<file path="src/flash_host_pkg.sv">
package flash_host_pkg;

  // ==========================================================
  // timing, in ns as specified, and derived cycle counts
  localparam int CLK_MHZ        = 40;
  localparam int RESET_LOW_NS   = 100;
  localparam int OUT_VALID_NS   = 500;
  localparam int WRITE_READY_NS = 300;
  localparam int ACCESS_NS      = 90;
  localparam int WE_LOW_NS      = 50;
  localparam int SYNC_DEPTH     = 3;
  localparam int CNT_W          = 8;

  // least times, so round up; never below one cycle
  function automatic int ns_to_cyc(input int ns);
    int c;
    c = (ns * CLK_MHZ + 999) / 1000;
    return (c < 1) ? 1 : c;
  endfunction : ns_to_cyc

  localparam logic [CNT_W-1:0] RESET_LOW_CYC   =
    CNT_W'(ns_to_cyc(RESET_LOW_NS));
  localparam logic [CNT_W-1:0] OUT_VALID_CYC   =
    CNT_W'(ns_to_cyc(OUT_VALID_NS));
  localparam logic [CNT_W-1:0] WRITE_READY_CYC =
    CNT_W'(ns_to_cyc(WRITE_READY_NS));
  localparam logic [CNT_W-1:0] READ_WAIT_CYC   =
    CNT_W'(ns_to_cyc(ACCESS_NS) + SYNC_DEPTH);
  localparam logic [CNT_W-1:0] WE_LOW_CYC      =
    CNT_W'(ns_to_cyc(WE_LOW_NS));
  localparam logic [CNT_W-1:0] REL_MAX_CYC     =
    (OUT_VALID_CYC > WRITE_READY_CYC) ? OUT_VALID_CYC : WRITE_READY_CYC;

  // ==========================================================
  // widths
  localparam int ADDR_W  = 19;
  localparam int DATA_W  = 16;
  localparam int UADDR_W = ADDR_W + 1;
  localparam int BYTE_W  = 8;
  localparam int HI_BIT  = DATA_W - 1;

  // ==========================================================
  // types
  typedef enum logic {
    OP_READ,
    OP_WRITE
  } op_kind_type;

  typedef enum logic [2:0] {
    ST_RESET,
    ST_IDLE,
    ST_READ,
    ST_SAMPLE,
    ST_WRITE,
    ST_WHOLD
  } state_type;

  typedef struct packed {
    op_kind_type         kind;
    logic [UADDR_W-1:0]  addr;
    logic [DATA_W-1:0]   data;
  } host_req_type;

  typedef struct packed {
    logic               chip_sel_n;
    logic               out_en_n;
    logic               wr_strobe_n;
    logic               reset_powerdown_pin;
    logic               rp_high_voltage;
    logic               byte_wide_n;
    logic               boot_protect_n;
    logic [ADDR_W-1:0]  addr;
  } flash_pins_type;

  // strobe and selects idle high in reset: no stray write edge on release
  localparam flash_pins_type PINS_RESET = '{
    chip_sel_n:  1'b1,
    out_en_n:    1'b1,
    wr_strobe_n: 1'b1,
    byte_wide_n: 1'b1,
    default:     '0
  };

endpackage : flash_host_pkg

</file>
<file path="src/flash_host_ctrl.sv">
`timescale 1ns/1ps
// Notes on behaviour
// - host starts program or erase only through command writes
// - after reset release, no read data trusted before output-valid time
// - after reset release, no command write before write-ready time
// - system reset drives the reset pin, returning flash to array reads
// - width select caught in every reset, power-up or warm, and held until the next reset
module flash_host_ctrl (
  // clock, reset, enable
  input  wire logic                           clk_in,
  input  wire logic                           resetn_in,
  input  wire logic                           clk_en_in,
  // system controls
  input  wire logic                           warm_reset_in,
  input  wire logic                           byte_mode_in,
  input  wire logic                           boot_unlock_in,
  input  wire logic                           hv_unlock_in,
  // user request and answer
  input  wire logic                           req_valid_in,
  input  wire flash_host_pkg::host_req_type   req_in,
  output logic                                req_ready_out,
  output logic                                rsp_valid_out,
  output logic [flash_host_pkg::DATA_W-1:0]   rsp_data_out,
  output logic                                write_ok_out,
  // flash pins
  output flash_host_pkg::flash_pins_type      pins_out,
  input  wire logic [flash_host_pkg::DATA_W-1:0] dq_in,
  output logic [flash_host_pkg::DATA_W-1:0]   dq_out,
  output logic [flash_host_pkg::DATA_W-1:0]   dq_oe_out
);

  // ==========================================================
  // state
  flash_host_pkg::state_type             state_reg, state_next;
  logic [flash_host_pkg::CNT_W-1:0]      cnt_reg, cnt_next;
  logic [flash_host_pkg::CNT_W-1:0]      rel_reg;
  flash_host_pkg::host_req_type          req_reg;
  flash_host_pkg::flash_pins_type        pins_reg, pins_next;
  logic [flash_host_pkg::DATA_W-1:0]     dq_s1_reg, dq_s2_reg, dq_s3_reg;
  logic [flash_host_pkg::DATA_W-1:0]     rsp_data_reg;
  logic                                  rsp_valid_reg;
  logic                                  wr_s1_reg, wr_s2_reg, wr_s3_reg;
  logic                                  warm_reg;
  logic                                  byte_reg;

  // ==========================================================
  // decode
  wire logic rd_ok    = rel_reg >= flash_host_pkg::OUT_VALID_CYC;
  wire logic wr_ok    = rel_reg >= flash_host_pkg::WRITE_READY_CYC;
  wire logic is_write = req_in.kind == flash_host_pkg::OP_WRITE;
  wire logic kind_ok  = is_write ? wr_ok : rd_ok;
  wire logic idle     = state_reg == flash_host_pkg::ST_IDLE;
  wire logic take     = idle && req_valid_in && kind_ok && !warm_reg;
  wire logic agree    = dq_s2_reg == dq_s3_reg;
  wire logic cnt_done = (state_reg == flash_host_pkg::ST_RESET) ?
    (cnt_reg >= flash_host_pkg::RESET_LOW_CYC) :
    (state_reg == flash_host_pkg::ST_READ) ?
    (cnt_reg >= flash_host_pkg::READ_WAIT_CYC) :
    (cnt_reg >= flash_host_pkg::WE_LOW_CYC);
  wire logic drive_st = (state_next == flash_host_pkg::ST_WRITE) ||
                        (state_next == flash_host_pkg::ST_WHOLD);
  wire logic [flash_host_pkg::DATA_W-1:0] rd_word = byte_reg ?
    {{flash_host_pkg::BYTE_W{1'b0}}, dq_s3_reg[flash_host_pkg::BYTE_W-1:0]}
    : dq_s3_reg;

  assign req_ready_out = idle && kind_ok && !warm_reg;
  assign write_ok_out  = wr_ok;
  assign rsp_valid_out = rsp_valid_reg;
  assign rsp_data_out  = rsp_data_reg;
  assign pins_out      = pins_reg;

  // ==========================================================
  // next state
  always_comb begin
    state_next = state_reg;
    cnt_next   = cnt_reg + 1'b1;
    case (state_reg)
      flash_host_pkg::ST_RESET: begin
        if (cnt_done && !warm_reg) begin
          state_next = flash_host_pkg::ST_IDLE;
        end
      end
      flash_host_pkg::ST_IDLE: begin
        cnt_next = '0;
        if (take) begin
          state_next = is_write ? flash_host_pkg::ST_WRITE
                                : flash_host_pkg::ST_READ;
        end
      end
      flash_host_pkg::ST_READ: begin
        if (cnt_done) begin
          state_next = flash_host_pkg::ST_SAMPLE;
        end
      end
      flash_host_pkg::ST_SAMPLE: begin
        // bus still settling when stages differ; wait a cycle
        if (agree) begin
          state_next = flash_host_pkg::ST_IDLE;
        end
      end
      flash_host_pkg::ST_WRITE: begin
        if (cnt_done) begin
          state_next = flash_host_pkg::ST_WHOLD;
        end
      end
      flash_host_pkg::ST_WHOLD: begin
        state_next = flash_host_pkg::ST_IDLE;
      end
      default: begin
        state_next = flash_host_pkg::ST_RESET;
      end
    endcase
    if (warm_reg) begin
      state_next = flash_host_pkg::ST_RESET;
      cnt_next   = '0;
    end
  end

  // ==========================================================
  // pin values follow next state, then registered
  always_comb begin
    pins_next                     = pins_reg;
    pins_next.chip_sel_n          = !(state_next inside
      {flash_host_pkg::ST_READ, flash_host_pkg::ST_SAMPLE,
       flash_host_pkg::ST_WRITE, flash_host_pkg::ST_WHOLD});
    pins_next.out_en_n            = !(state_next inside
      {flash_host_pkg::ST_READ, flash_host_pkg::ST_SAMPLE});
    // strobe only ever falls inside a command write
    pins_next.wr_strobe_n         =
      state_next != flash_host_pkg::ST_WRITE;
    pins_next.reset_powerdown_pin =
      state_next != flash_host_pkg::ST_RESET;
    pins_next.rp_high_voltage     = pins_next.reset_powerdown_pin &&
      hv_unlock_in;
    pins_next.boot_protect_n      = boot_unlock_in;
    pins_next.byte_wide_n         = !byte_reg;
    if (take) begin
      pins_next.addr = req_in.addr[flash_host_pkg::UADDR_W-1:1];
    end
  end

  // ==========================================================
  // registers
  always_ff @(posedge clk_in or negedge resetn_in) begin
    if (!resetn_in) begin
      state_reg <= flash_host_pkg::ST_RESET;
      cnt_reg   <= '0;
      pins_reg  <= flash_host_pkg::PINS_RESET;
      req_reg   <= '0;
    end else if (clk_en_in) begin
      state_reg <= state_next;
      cnt_reg   <= cnt_next;
      pins_reg  <= pins_next;
      if (take) begin
        req_reg <= req_in;
      end
    end
  end

  // release counter gates reads and writes after reset
  always_ff @(posedge clk_in or negedge resetn_in) begin
    if (!resetn_in) begin
      rel_reg <= '0;
    end else if (clk_en_in) begin
      if (state_reg == flash_host_pkg::ST_RESET) begin
        rel_reg <= '0;
      end else if (rel_reg < flash_host_pkg::REL_MAX_CYC) begin
        rel_reg <= rel_reg + 1'b1;
      end
    end
  end

  // width strap caught only while the flash is held in reset
  always_ff @(posedge clk_in or negedge resetn_in) begin
    if (!resetn_in) begin
      byte_reg <= 1'b0;
    end else if (clk_en_in &&
                 state_reg == flash_host_pkg::ST_RESET) begin
      byte_reg <= byte_mode_in;
    end
  end

  // pin inputs: three stages, a change counts when last two agree
  always_ff @(posedge clk_in or negedge resetn_in) begin
    if (!resetn_in) begin
      dq_s1_reg <= '0;
      dq_s2_reg <= '0;
      dq_s3_reg <= '0;
      wr_s1_reg <= 1'b1;
      wr_s2_reg <= 1'b1;
      wr_s3_reg <= 1'b1;
      warm_reg  <= 1'b1;
    end else if (clk_en_in) begin
      dq_s1_reg <= dq_in;
      dq_s2_reg <= dq_s1_reg;
      dq_s3_reg <= dq_s2_reg;
      wr_s1_reg <= warm_reset_in;
      wr_s2_reg <= wr_s1_reg;
      wr_s3_reg <= wr_s2_reg;
      if (wr_s2_reg == wr_s3_reg) begin
        warm_reg <= wr_s3_reg;
      end
    end
  end

  always_ff @(posedge clk_in or negedge resetn_in) begin
    if (!resetn_in) begin
      rsp_valid_reg <= 1'b0;
      rsp_data_reg  <= '0;
    end else if (clk_en_in) begin
      rsp_valid_reg <= 1'b0;
      if (state_reg == flash_host_pkg::ST_SAMPLE && agree && !warm_reg) begin
        rsp_valid_reg <= 1'b1;
        rsp_data_reg  <= rd_word;
      end
    end
  end

  // ==========================================================
  // data pins: data held through the strobe rising edge, unless a warm reset ends the write
  always_ff @(posedge clk_in or negedge resetn_in) begin
    if (!resetn_in) begin
      dq_out    <= '0;
      dq_oe_out <= '0;
    end else if (clk_en_in) begin
      dq_out    <= (drive_st && !take) ? req_reg.data : req_in.data;
      dq_oe_out <= drive_st ? {flash_host_pkg::DATA_W{1'b1}} : '0;
      if (byte_reg) begin
        // upper lane floats; top pin carries the low address bit
        dq_out[flash_host_pkg::HI_BIT-1:flash_host_pkg::BYTE_W] <= '0;
        dq_oe_out[flash_host_pkg::HI_BIT-1:flash_host_pkg::BYTE_W] <= '0;
        dq_out[flash_host_pkg::HI_BIT]    <= take ? req_in.addr[0]
                                                  : req_reg.addr[0];
        dq_oe_out[flash_host_pkg::HI_BIT] <=
          state_next != flash_host_pkg::ST_RESET &&
          state_next != flash_host_pkg::ST_IDLE;
      end
    end
  end

  // ==========================================================
  // checks
  property p_wr_ready;
    @(posedge clk_in) disable iff (!resetn_in)
    !pins_out.wr_strobe_n |-> rel_reg >= flash_host_pkg::WRITE_READY_CYC;
  endproperty
  a_wr_ready: assert property (p_wr_ready) else $error("early write");

  property p_rd_ready;
    @(posedge clk_in) disable iff (!resetn_in)
    rsp_valid_out |-> rel_reg >= flash_host_pkg::OUT_VALID_CYC;
  endproperty
  a_rd_ready: assert property (p_rd_ready) else $error("early read");

  property p_warm_reset;
    @(posedge clk_in) disable iff (!resetn_in)
    (warm_reg && clk_en_in) ##1 clk_en_in |=>
      !pins_out.reset_powerdown_pin;
  endproperty
  a_warm_reset: assert property (p_warm_reset)
    else $error("reset pin not low");

  property p_width_held;
    @(posedge clk_in) disable iff (!resetn_in)
    state_reg != flash_host_pkg::ST_RESET && $past(state_reg) !=
      flash_host_pkg::ST_RESET |-> $stable(pins_out.byte_wide_n);
  endproperty
  a_width_held: assert property (p_width_held)
    else $error("width changed");

  property p_strobe_hold;
    @(posedge clk_in) disable iff (!resetn_in)
    $rose(pins_out.wr_strobe_n) |-> $stable(dq_out) && dq_oe_out[0];
  endproperty
  a_strobe_hold: assert property (p_strobe_hold)
    else $error("data moved at strobe");

  property p_strobe_clean;
    @(posedge clk_in) disable iff (!resetn_in)
    !pins_out.wr_strobe_n |-> !pins_out.chip_sel_n && pins_out.out_en_n;
  endproperty
  a_strobe_clean: assert property (p_strobe_clean)
    else $error("bad strobe");

  property p_hv_only_run;
    @(posedge clk_in) disable iff (!resetn_in)
    pins_out.rp_high_voltage |-> pins_out.reset_powerdown_pin;
  endproperty
  a_hv_only_run: assert property (p_hv_only_run)
    else $error("high voltage in reset");

  property p_byte_addr;
    @(posedge clk_in) disable iff (!resetn_in)
    byte_reg && !pins_out.out_en_n |->
      dq_oe_out[flash_host_pkg::HI_BIT] &&
      dq_out[flash_host_pkg::HI_BIT] == req_reg.addr[0];
  endproperty
  a_byte_addr: assert property (p_byte_addr)
    else $error("byte address lost");

  c_read:  cover property (@(posedge clk_in) rsp_valid_out);
  c_write: cover property (@(posedge clk_in) $rose(pins_out.wr_strobe_n));
  c_warm:  cover property (@(posedge clk_in) warm_reg && !idle);

endmodule : flash_host_ctrl

</file>
<file path="config.mk">
export PLATFORM = sky130hd
export DESIGN_NAME = flash_host_ctrl
export DESIGN_NICKNAME = d
export VERILOG_FILES = /design/src/flash_host_pkg.sv /design/src/flash_host_ctrl.sv
export SDC_FILE = /design/constraint.sdc
export NUM_CORES = 1
export LEC_CHECK = 0
export BUFFER_PORTS_ARGS = -buffer_cell sky130_fd_sc_hd__buf_2
export CAP_MARGIN = 0
export CORE_MARGIN = 2
export CORE_UTILIZATION = 30
export DETAILED_ROUTE_END_ITERATION = 10
export GPL_TIMING_DRIVEN = 0
export REMOVE_ABC_BUFFERS = 1
export SLEW_MARGIN = 20
export SYNTH_ARGS = -nofsm -noshare
export SYNTH_HDL_FRONTEND = slang
export SYNTH_SLANG_ARGS = --single-unit
</file>
<file path="constraint.sdc">
create_clock -name clk_in -period 2.42 [get_ports clk_in]
set_clock_uncertainty 0.05 [all_clocks]
set_input_delay 0 -clock clk_in [delete_from_list [all_inputs] [get_ports clk_in]]
set_output_delay 0 -clock clk_in [all_outputs]
set_load 0.02 [all_outputs]
</file>
* After elaboration in Yosys (flattened, before gate mapping) *
Index checks and enable logic that the tools add are counted.

storage, ports and cells
  logic and storage cells = 95
  output and inout port bits = 77
  register bits = 164
  input bits = 61

cells by class
  reductions and logical operators = 27
  equality and inequality tests = 13
  $add $sub $neg = 2
  order comparisons = 6
  muxes and demuxes = 22

operators with widths
  kind                 number
  $mux 16              3
  $mux 8               6
  $mux 3               7
  $pmux 3 s6           1
  $add 8x1->8 const B  2
  $eq 16x16->1         1
  $ge 8x3->1 const B   2
  $eq 3x2->1 const B   4
  $eq 3x3->1 const B   4
  $logic_and 1x1->1    12
  $ge 8x2->1 const B   1
  $ge 8x4->1 const B   1
  $ge 8x5->1 const B   1
  $lt 8x5->1 const B   1
  $reduce_and 2->1     4
  $logic_not 1->1      5
  $mux 1               5
  $reduce_bool 2->1    2
  $reduce_bool 4->1    1
  $eq 3x1->1 const B   1
  $logic_not 3->1      1
  $ne 3x1->1 const B   1
  $ne 3x3->1 const B   1
  $reduce_bool 3->1    1
  other kinds (2)      2

* Logic depth before layout (Yosys ltp) *
Gate-level depths: netlist of run 1.

  depth in word-level cells = 12
  depth in mapped cells = 7
  depth with buffers taken out = 6

* Worst setup path after synthesis of run 1 *
Ideal clock, no wire load.

  path kind = flip-flop to flip-flop
  start point = register dq_s2_reg[12] in the netlist's numbering
  end point = register rsp_data_reg (netlist bit rsp_data_out[10])
  clock period less this slack = 1.950 ns
  stages on the path, launching flop included = 8
  path slack = 0.470 ns
  arrival = 1.775 ns
  buffers on the path = 2
  data required time = 2.245 ns
  setup time = 0.125 ns
  cell sequence = dfrtp_1 -> xnor2_1 -> nand4_1 -> nor4_1 -> and4_1 -> buf_4 -> buf_4 -> mux2_2

between the ends
  cells in the longest elaborated chain, start to end = 4

ends and longest elaborated chain
  element                         RTL line                RTL
  start, declared                 flash_host_ctrl.sv:39   logic [flash_host_pkg::DATA_W-1:0] dq_s1_reg, dq_s2_reg, dq_s3_reg;
  start signal, assigned          flash_host_ctrl.sv:195  dq_s2_reg <= dq_s1_reg;
  $eq 16x16->1                    flash_host_ctrl.sv:54   wire logic agree = dq_s2_reg == dq_s3_reg;
  $logic_and 1x1->1 (2 in a row)  flash_host_ctrl.sv:212  if (state_reg == flash_host_pkg::ST_SAMPLE && agree && !warm_reg) begin
  $reduce_and 2->1 (no line)      n/a
  end signal, assigned            flash_host_ctrl.sv:214  rsp_data_reg <= rd_word;
  end, declared                   flash_host_ctrl.sv:40   logic [flash_host_pkg::DATA_W-1:0] rsp_data_reg;

Every way passes these cells.
A chain may end at the register's enable or synchronous reset.

* Worst setup path after layout of run 1 *
  start point = register dq_s3_reg[6] in the netlist's numbering
  end point = register rsp_data_reg (netlist bit rsp_data_out[0])

between the ends
  cells in the longest elaborated chain, start to end = 4

ends and longest elaborated chain
  element                         RTL line                RTL
  start, declared                 flash_host_ctrl.sv:39
  start signal, assigned          flash_host_ctrl.sv:196  dq_s3_reg <= dq_s2_reg;
  $eq 16x16->1                    flash_host_ctrl.sv:54
  $logic_and 1x1->1 (2 in a row)  flash_host_ctrl.sv:212
  $reduce_and 2->1 (no line)      n/a

Every way passes these cells.

==> reports/results.ini, run 1 <==
[cells_and_area]
antenna_cells=0
post-route-util_pct=39.99
final_area_um2=8672
largest_reg_flops=26
multi_input_area_um2=2570
final_layout_size_suffix_gt1_share_pct=43.59
fill_cells=2071
seqCellArea_um2=3789
nNetsFinal=738
syn_to_final_growth_pct=31.34

[timing]
tightest_slew_ns=0.7450
period_share_pct=89.84
fmax_ghz=0.4600
rsz0062_at_grt=no
slew_headroom_pct=50.28
drv_slew=0
fin_crit_ns=2.174
setup_violations=0
hold_viol_final=0
holdWs_ns=0.06818
worst_slack_ns=0.2459

[place]
placed_cell_area_um2=7492
place_ws_ns=-0.6005
io_buffers=137
gp_congestion=0.6990
dp_hpwl_um=9030

[power_and_ir_drop]
pwr-share-comb_pct=21.6
p_leak_nw=4.163
power.internal_mw=5.247
p_seq_share_pct=44.7
pwr-share-clk_pct=33.8
p_per_area_nw_per_um2=866.4
ir_worst_vdd_v=0.0004090
finalPower_mw=7.513
p_sw_mw=2.267
switching_share_pct=30.17

[synth]
synth-seq-cells=151
synth_top_area_cell=dfrtp_1
synthTopCellsByArea=dfrtp_1 (54%), mux2_2 (13%), mux2_4 (6.4%)
synth-seq-area-share_pct=57.38
avgSynthCellArea_um2=13.56
synth.most_common_cell=dfrtp_1
yosysUniqueCellTypes=51
async_flop_share_pct=100.0
ys_warn_count=0
synth_edf_count=0
syn-cell-area_um2=6603
synth_flop_cell=dfrtp_1
synth_top_cell_area_share_pct=54.20
syn_inst=487
ys_top_cells_by_count=dfrtp_1 (143), mux2_2 (77), mux2_4 (28), nor2_1 (26), mux2i_1 (18)

[worst_setup_path]
crit_fanout=17
worstSetupPathType=reg -> reg
critical_path_buf_inv_count=1
worstPathCellList=xnor2_1, nand4_1, nor4_4, and4_4, buf_12, mux2_2
worstSetupStartpoint=dq_s3_reg[6]$_DFFE_PN0P_
start_kind=flip-flop
max_stage_delay_ns=0.41
crit_arrival_ns=2.42
critPathCaptureType=flip-flop
timing.critical_path.required_ns=2.66
critical_path.slowest_cell=nor4_4
critPathTopFamily=simple AND/OR/NAND/NOR gates
r2r-start=dq_s3_reg[6]$_DFFE_PN0P_

[routing]
initialDrtViolationCount=204
via_per_inst=4.501
vias=4348
finalWirelength_um=14160
postRouteAntennaNets=0
drcViolationCount=0
dr.pass1.iters=4
wl_per_cell_um=14.66

[global_route]
track_usage_pct=12.59
grt_max_degree=81
grt_antenna_before_repair=0
grt_pass1_vias=4527
grt_pass1_wl_um=23600
grt-ovfl-total=0

[clock_tree]
cts_buffers=17
clock-root-buffer=clkbuf_16
numClockSinks=151
clock_latency_ns=0.41
clkSlewWorstSetupHoldPaths_ns=0.06
htreeDepth=4
cts_buffer_depth=2
cts_tree=yes

[floorplanning]
rows=54
fp.dieW_um=152.4
coreArea_um2=21690
fp.dieH_um=152.4
io_pins=138
fp.dieArea_um2=23210
initial_utilization_pct=30.44

[job]
drv_cap=0

[hold_path]
hold_path_class=in -> reg
min_from=clk_en_in

[outcome]
outcome=complete, no violations

routing by layer:
metal | wire length [um] | GRT usage [%] | up-vias
met4 | 221 | 4.228 | 0
met5 | 0 | 0 | -
met3 | 518 | 3.299 | 15
met2 | 6753 | 20.27 | 86
met1 | 6668 | 16.56 | 2160
li1 | - | - | 2087
cells in the final DEF (no fill, tap or decap), types with 3 or more instances in the layout:
master	n
mux2_4	28
nand3_1	9
clkinv_2	4
nor3_1	4
nor2b_1	11
nand2b_1	3
xnor2_1	17
nor2_1	26
o2bb2ai_1	9
buf_2	137
nand4_1	6
ha_1	4
buf_4	3
a21o_1	3
xor2_1	3
mux2_2	77
dfrtp_1	143
dfstp_2	8
a31oi_1	6
a21oi_1	16
mux2i_1	18
inv_1	9
nand2_1	13
o21ai_0	11
dlygate4sd3_1	57
clkinv_4	3
clkbuf_16	17
area by class of cell:
type                    instances  area share, %
clock inverters                11          1.154
well taps                     280          4.040
repair buffers                201          15.78
multi-input cells             293          29.63
inverters                       9         0.3896
clock buffers                  21          5.309
flip-flops and latches        151          43.69
timing repair:
action	in CTS	in global routing
resized for setup	3	2
buffers inserted	0	1
cloned	0	1
hold endpoints to repair	158	0
pin swaps	0	2
setup endpoints to repair	17	51
hold buffers	57	0
cell families after synthesis:
| family | share of synthesized area (%) |
|---|---|
| AOI/OAI and AO/OA | 6.045 |
| xor gates and xnor gates | 2.653 |
| adders and majority gates | 0.7580 |
| buffers and inverters | 4.302 |
| DFF | 57.38 |
| muxes | 22.23 |
| and+or+nand+nor | 6.633 |
power groups by stage:
stage          Sequential, mW  Clock, mW  Combinational [mW]
2_1_floorplan            3.55          0               0.799
3_3_place_gp             3.38          0                1.52
3_5_place_dp             3.40          0                1.56
4_1_cts                  3.36       2.62                1.64
5_1_grt                  3.43       2.71                1.78
6_report                 3.36       2.54                1.62
stage by stage:
| step | TNS, ns | std cells |
|---|---|---|
| floorplan | -38.63 | 452 |
| global placement | -328.98 | 869 |
| detailed placement | -10.59 | 875 |
| CTS | 0 | 964 |
| global route | 0 | 966 |
| finish | 0 | 966 |
worst reg2reg max path, stage by stage (launching register included):
cell     delay [ns]
dfrtp_1        0.40
xnor2_1        0.19
nand4_1        0.19
nor4_4         0.41
and4_4         0.29
buf_12         0.17
mux2_2         0.37
path summary, 6_finish.rpt:
kind	cells after the start	endpoint	slack, ns
min in group asynchronous	2	pins_out[4]$_DFFE_PN0P_	0.09
setup reg to reg	6	rsp_data_out[0]$_DFFE_PN0P_	0.25
setup / recovery	6	rsp_data_out[0]$_DFFE_PN0P_	0.25
hold reg to reg	1	rsp_valid_out$_DFFE_PN0P_	0.42
max in group asynchronous	3	dq_s3_reg[11]$_DFFE_PN0P_	1.44
hold / removal	3	wr_s3_reg$_DFFE_PN1P_	0.07
No activity file was read; power rests on OpenSTA's default activity.
==> inputs of run 2 (changes only) <==
--- a/config.mk
+++ b/config.mk
@@ -11,6 +11,7 @@
 export CORE_UTILIZATION = 30
 export DETAILED_ROUTE_END_ITERATION = 10
 export GPL_TIMING_DRIVEN = 0
+export PLACE_DENSITY = 0.56
 export REMOVE_ABC_BUFFERS = 1
 export SLEW_MARGIN = 20
 export SYNTH_ARGS = -nofsm -noshare
==> run 2 against run 1 <==
Against the previous run:
- cell area grew 0.87%
- clock-buffer cell count shrank 2
- register-to-register slack lost 0.06 ns
- sequential share of layout area shrank 0.37 points
- clock power grew 9.8%
- first-iteration DRC count shrank 7.8%
- via count grew 1.8%
- combinational power is essentially flat
- cell count is the same
- global-route usage grew 0.43 points
==> reports/results.ini, run 2 (synthesis gave the netlist of run 1 again) <==
[worst_setup_path]
max_stage_delay_ns=0.42
worstPathCellList=xnor2_1, nand4_1, nor4_4, and4_4, buf_12, mux2_2
crit_fanout=14
r2r-start=dq_s3_reg[6]$_DFFE_PN0P_
timing.critical_path.required_ns=2.66
worstSetupPathType=reg -> reg
crit_arrival_ns=2.47
critPathCaptureType=flip-flop
r2r_end=rsp_data_out[2]$_DFFE_PN0P_
reg2regPathDepth=6
regToRegSetupSlack_ns=0.19
worstSetupStartpoint=dq_s3_reg[6]$_DFFE_PN0P_
start_kind=flip-flop
cp-endpoint=rsp_data_out[2]$_DFFE_PN0P_
critical_path.slowest_cell=nor4_4

[clock_tree]
htreeDepth=4
cts_buffers=17
cts_buffer_depth=2
clock-root-buffer=clkbuf_16
clkSlewWorstSetupHoldPaths_ns=0.06
cts_tree=yes
clock_latency_ns=0.41
numClockSinks=151

[global_route]
grt-ovfl-total=0
grt_antenna_before_repair=0
grt_max_degree=77
track_usage_pct=13.02
grt_pass1_wl_um=24460
grt_pass1_vias=4734

[routing]
via_per_inst=4.583
wl_per_cell_um=14.98
vias=4427
dr.pass1.iters=4
initialDrtViolationCount=188
postRouteAntennaNets=0
finalWirelength_um=14470
drcViolationCount=0

[floorplanning]
fp.dieW_um=152.4
fp.dieArea_um2=23210
initial_utilization_pct=30.44
rows=54
fp.dieH_um=152.4
coreArea_um2=21690
io_pins=138

[cells_and_area]
largest_reg_flops=26
antenna_cells=0
post-route-util_pct=40.33
final_cell_mix=dfrtp_1 (143), buf_2 (137), mux2_2 (77)
final_layout_size_suffix_gt1_share_pct=44.02
layout_commonest_cell=dfrtp_1
nNetsFinal=738
syn_to_final_growth_pct=32.48
instances_no_fill=966
final_area_um2=8747

[place]
io_buffers=137
place_ws_ns=-0.7003
place_inst=875
gp_congestion=0.7744
dp_hpwl_um=9682
placed_cell_area_um2=7501

[timing]
rsz0062_at_grt=no
hold_viol_final=0
slew_headroom_pct=51.85
fin_crit_ns=2.233
worst_slack_ns=0.1867
tightest_slew_ns=0.7204
fmax_ghz=0.4478
period_share_pct=92.29
drv_slew=0
setup_violations=0

[power_and_ir_drop]
ir_worst_vdd_v=0.0004010
p_leak_nw=4.192
p_per_area_nw_per_um2=888.2

[outcome]
outcome=complete, no violations

[hold_path]
hold_depth=3
hold_path_class=in -> reg

[job]
drv_cap=0

## run 2: timing repair
item,in CTS,in global routing
pin swaps,1,0
endpoints found under the setup margin,23,41
gates cloned,0,0
buffers inserted,2,0
hold buffers,57,0
gates resized for setup,4,2
hold endpoints to repair,154,0
## run 2: worst min-delay path by stage
| stage | start | end | slack (ns) |
|---|---|---|---|
| after floorplan | resetn_in | byte_reg$_DFFE_PN0P_ | -0.35 |
| after global placement | req_in[18] | pins_out[1]$_DFFE_PN0P_ | 0.18 |
| after detailed placement | resetn_in | pins_out[4]$_DFFE_PN0P_ | -0.04 |
| after CTS | clk_en_in | wr_s3_reg$_DFFE_PN1P_ | 0.007 |
| after global routing | clk_en_in | wr_s3_reg$_DFFE_PN1P_ | 0.04 |
| final | clk_en_in | wr_s3_reg$_DFFE_PN1P_ | 0.03 |
## run 2: routing by layer
metal	routed length, um	track usage [%]
met1	6578	16.24
met2	7145	22.11
met3	523	3.271
met4	226	4.361
met5	0	0
## run 2: per-stage QoR
stage	TNS, ns	power, mW	hold slack, ns
6_report	0	7.769	0.03276
5_1_grt	0	8.186	0.03609
4_1_cts	0	7.881	0.007280
3_5_place_dp	-23.12	4.966	-0.03720
3_3_place_gp	-287.11	4.878	0.1816
2_1_floorplan	-38.63	4.349	-0.3456
## run 2: final cells by class
cell class,count,area [um2]
inverters,9,33.78
fillers,2046,12940
clock buffers,19,452.9
clock inverters,13,168.9
repair buffers,202,1389
flip-flops and latches,151,3789
well taps,280,350.3
multi-input cells,292,2564
## run 2: worst max-delay path: cells and delay by family (launching register included)
kind                      cells  cell delay, ns
muxes                         1            0.35
and+or+nand+nor               3            0.96
xor gates and xnor gates      1            0.19
DFF                           1            0.40
buffers and inverters         1            0.16
## run 2: where the power goes
part / switching [mW] / total (mW) / internal [mW]
combinational: 0.819 / 1.61 / 0.793
clock: 1.10 / 2.79 / 1.69
sequential: 0.385 / 3.37 / 2.98
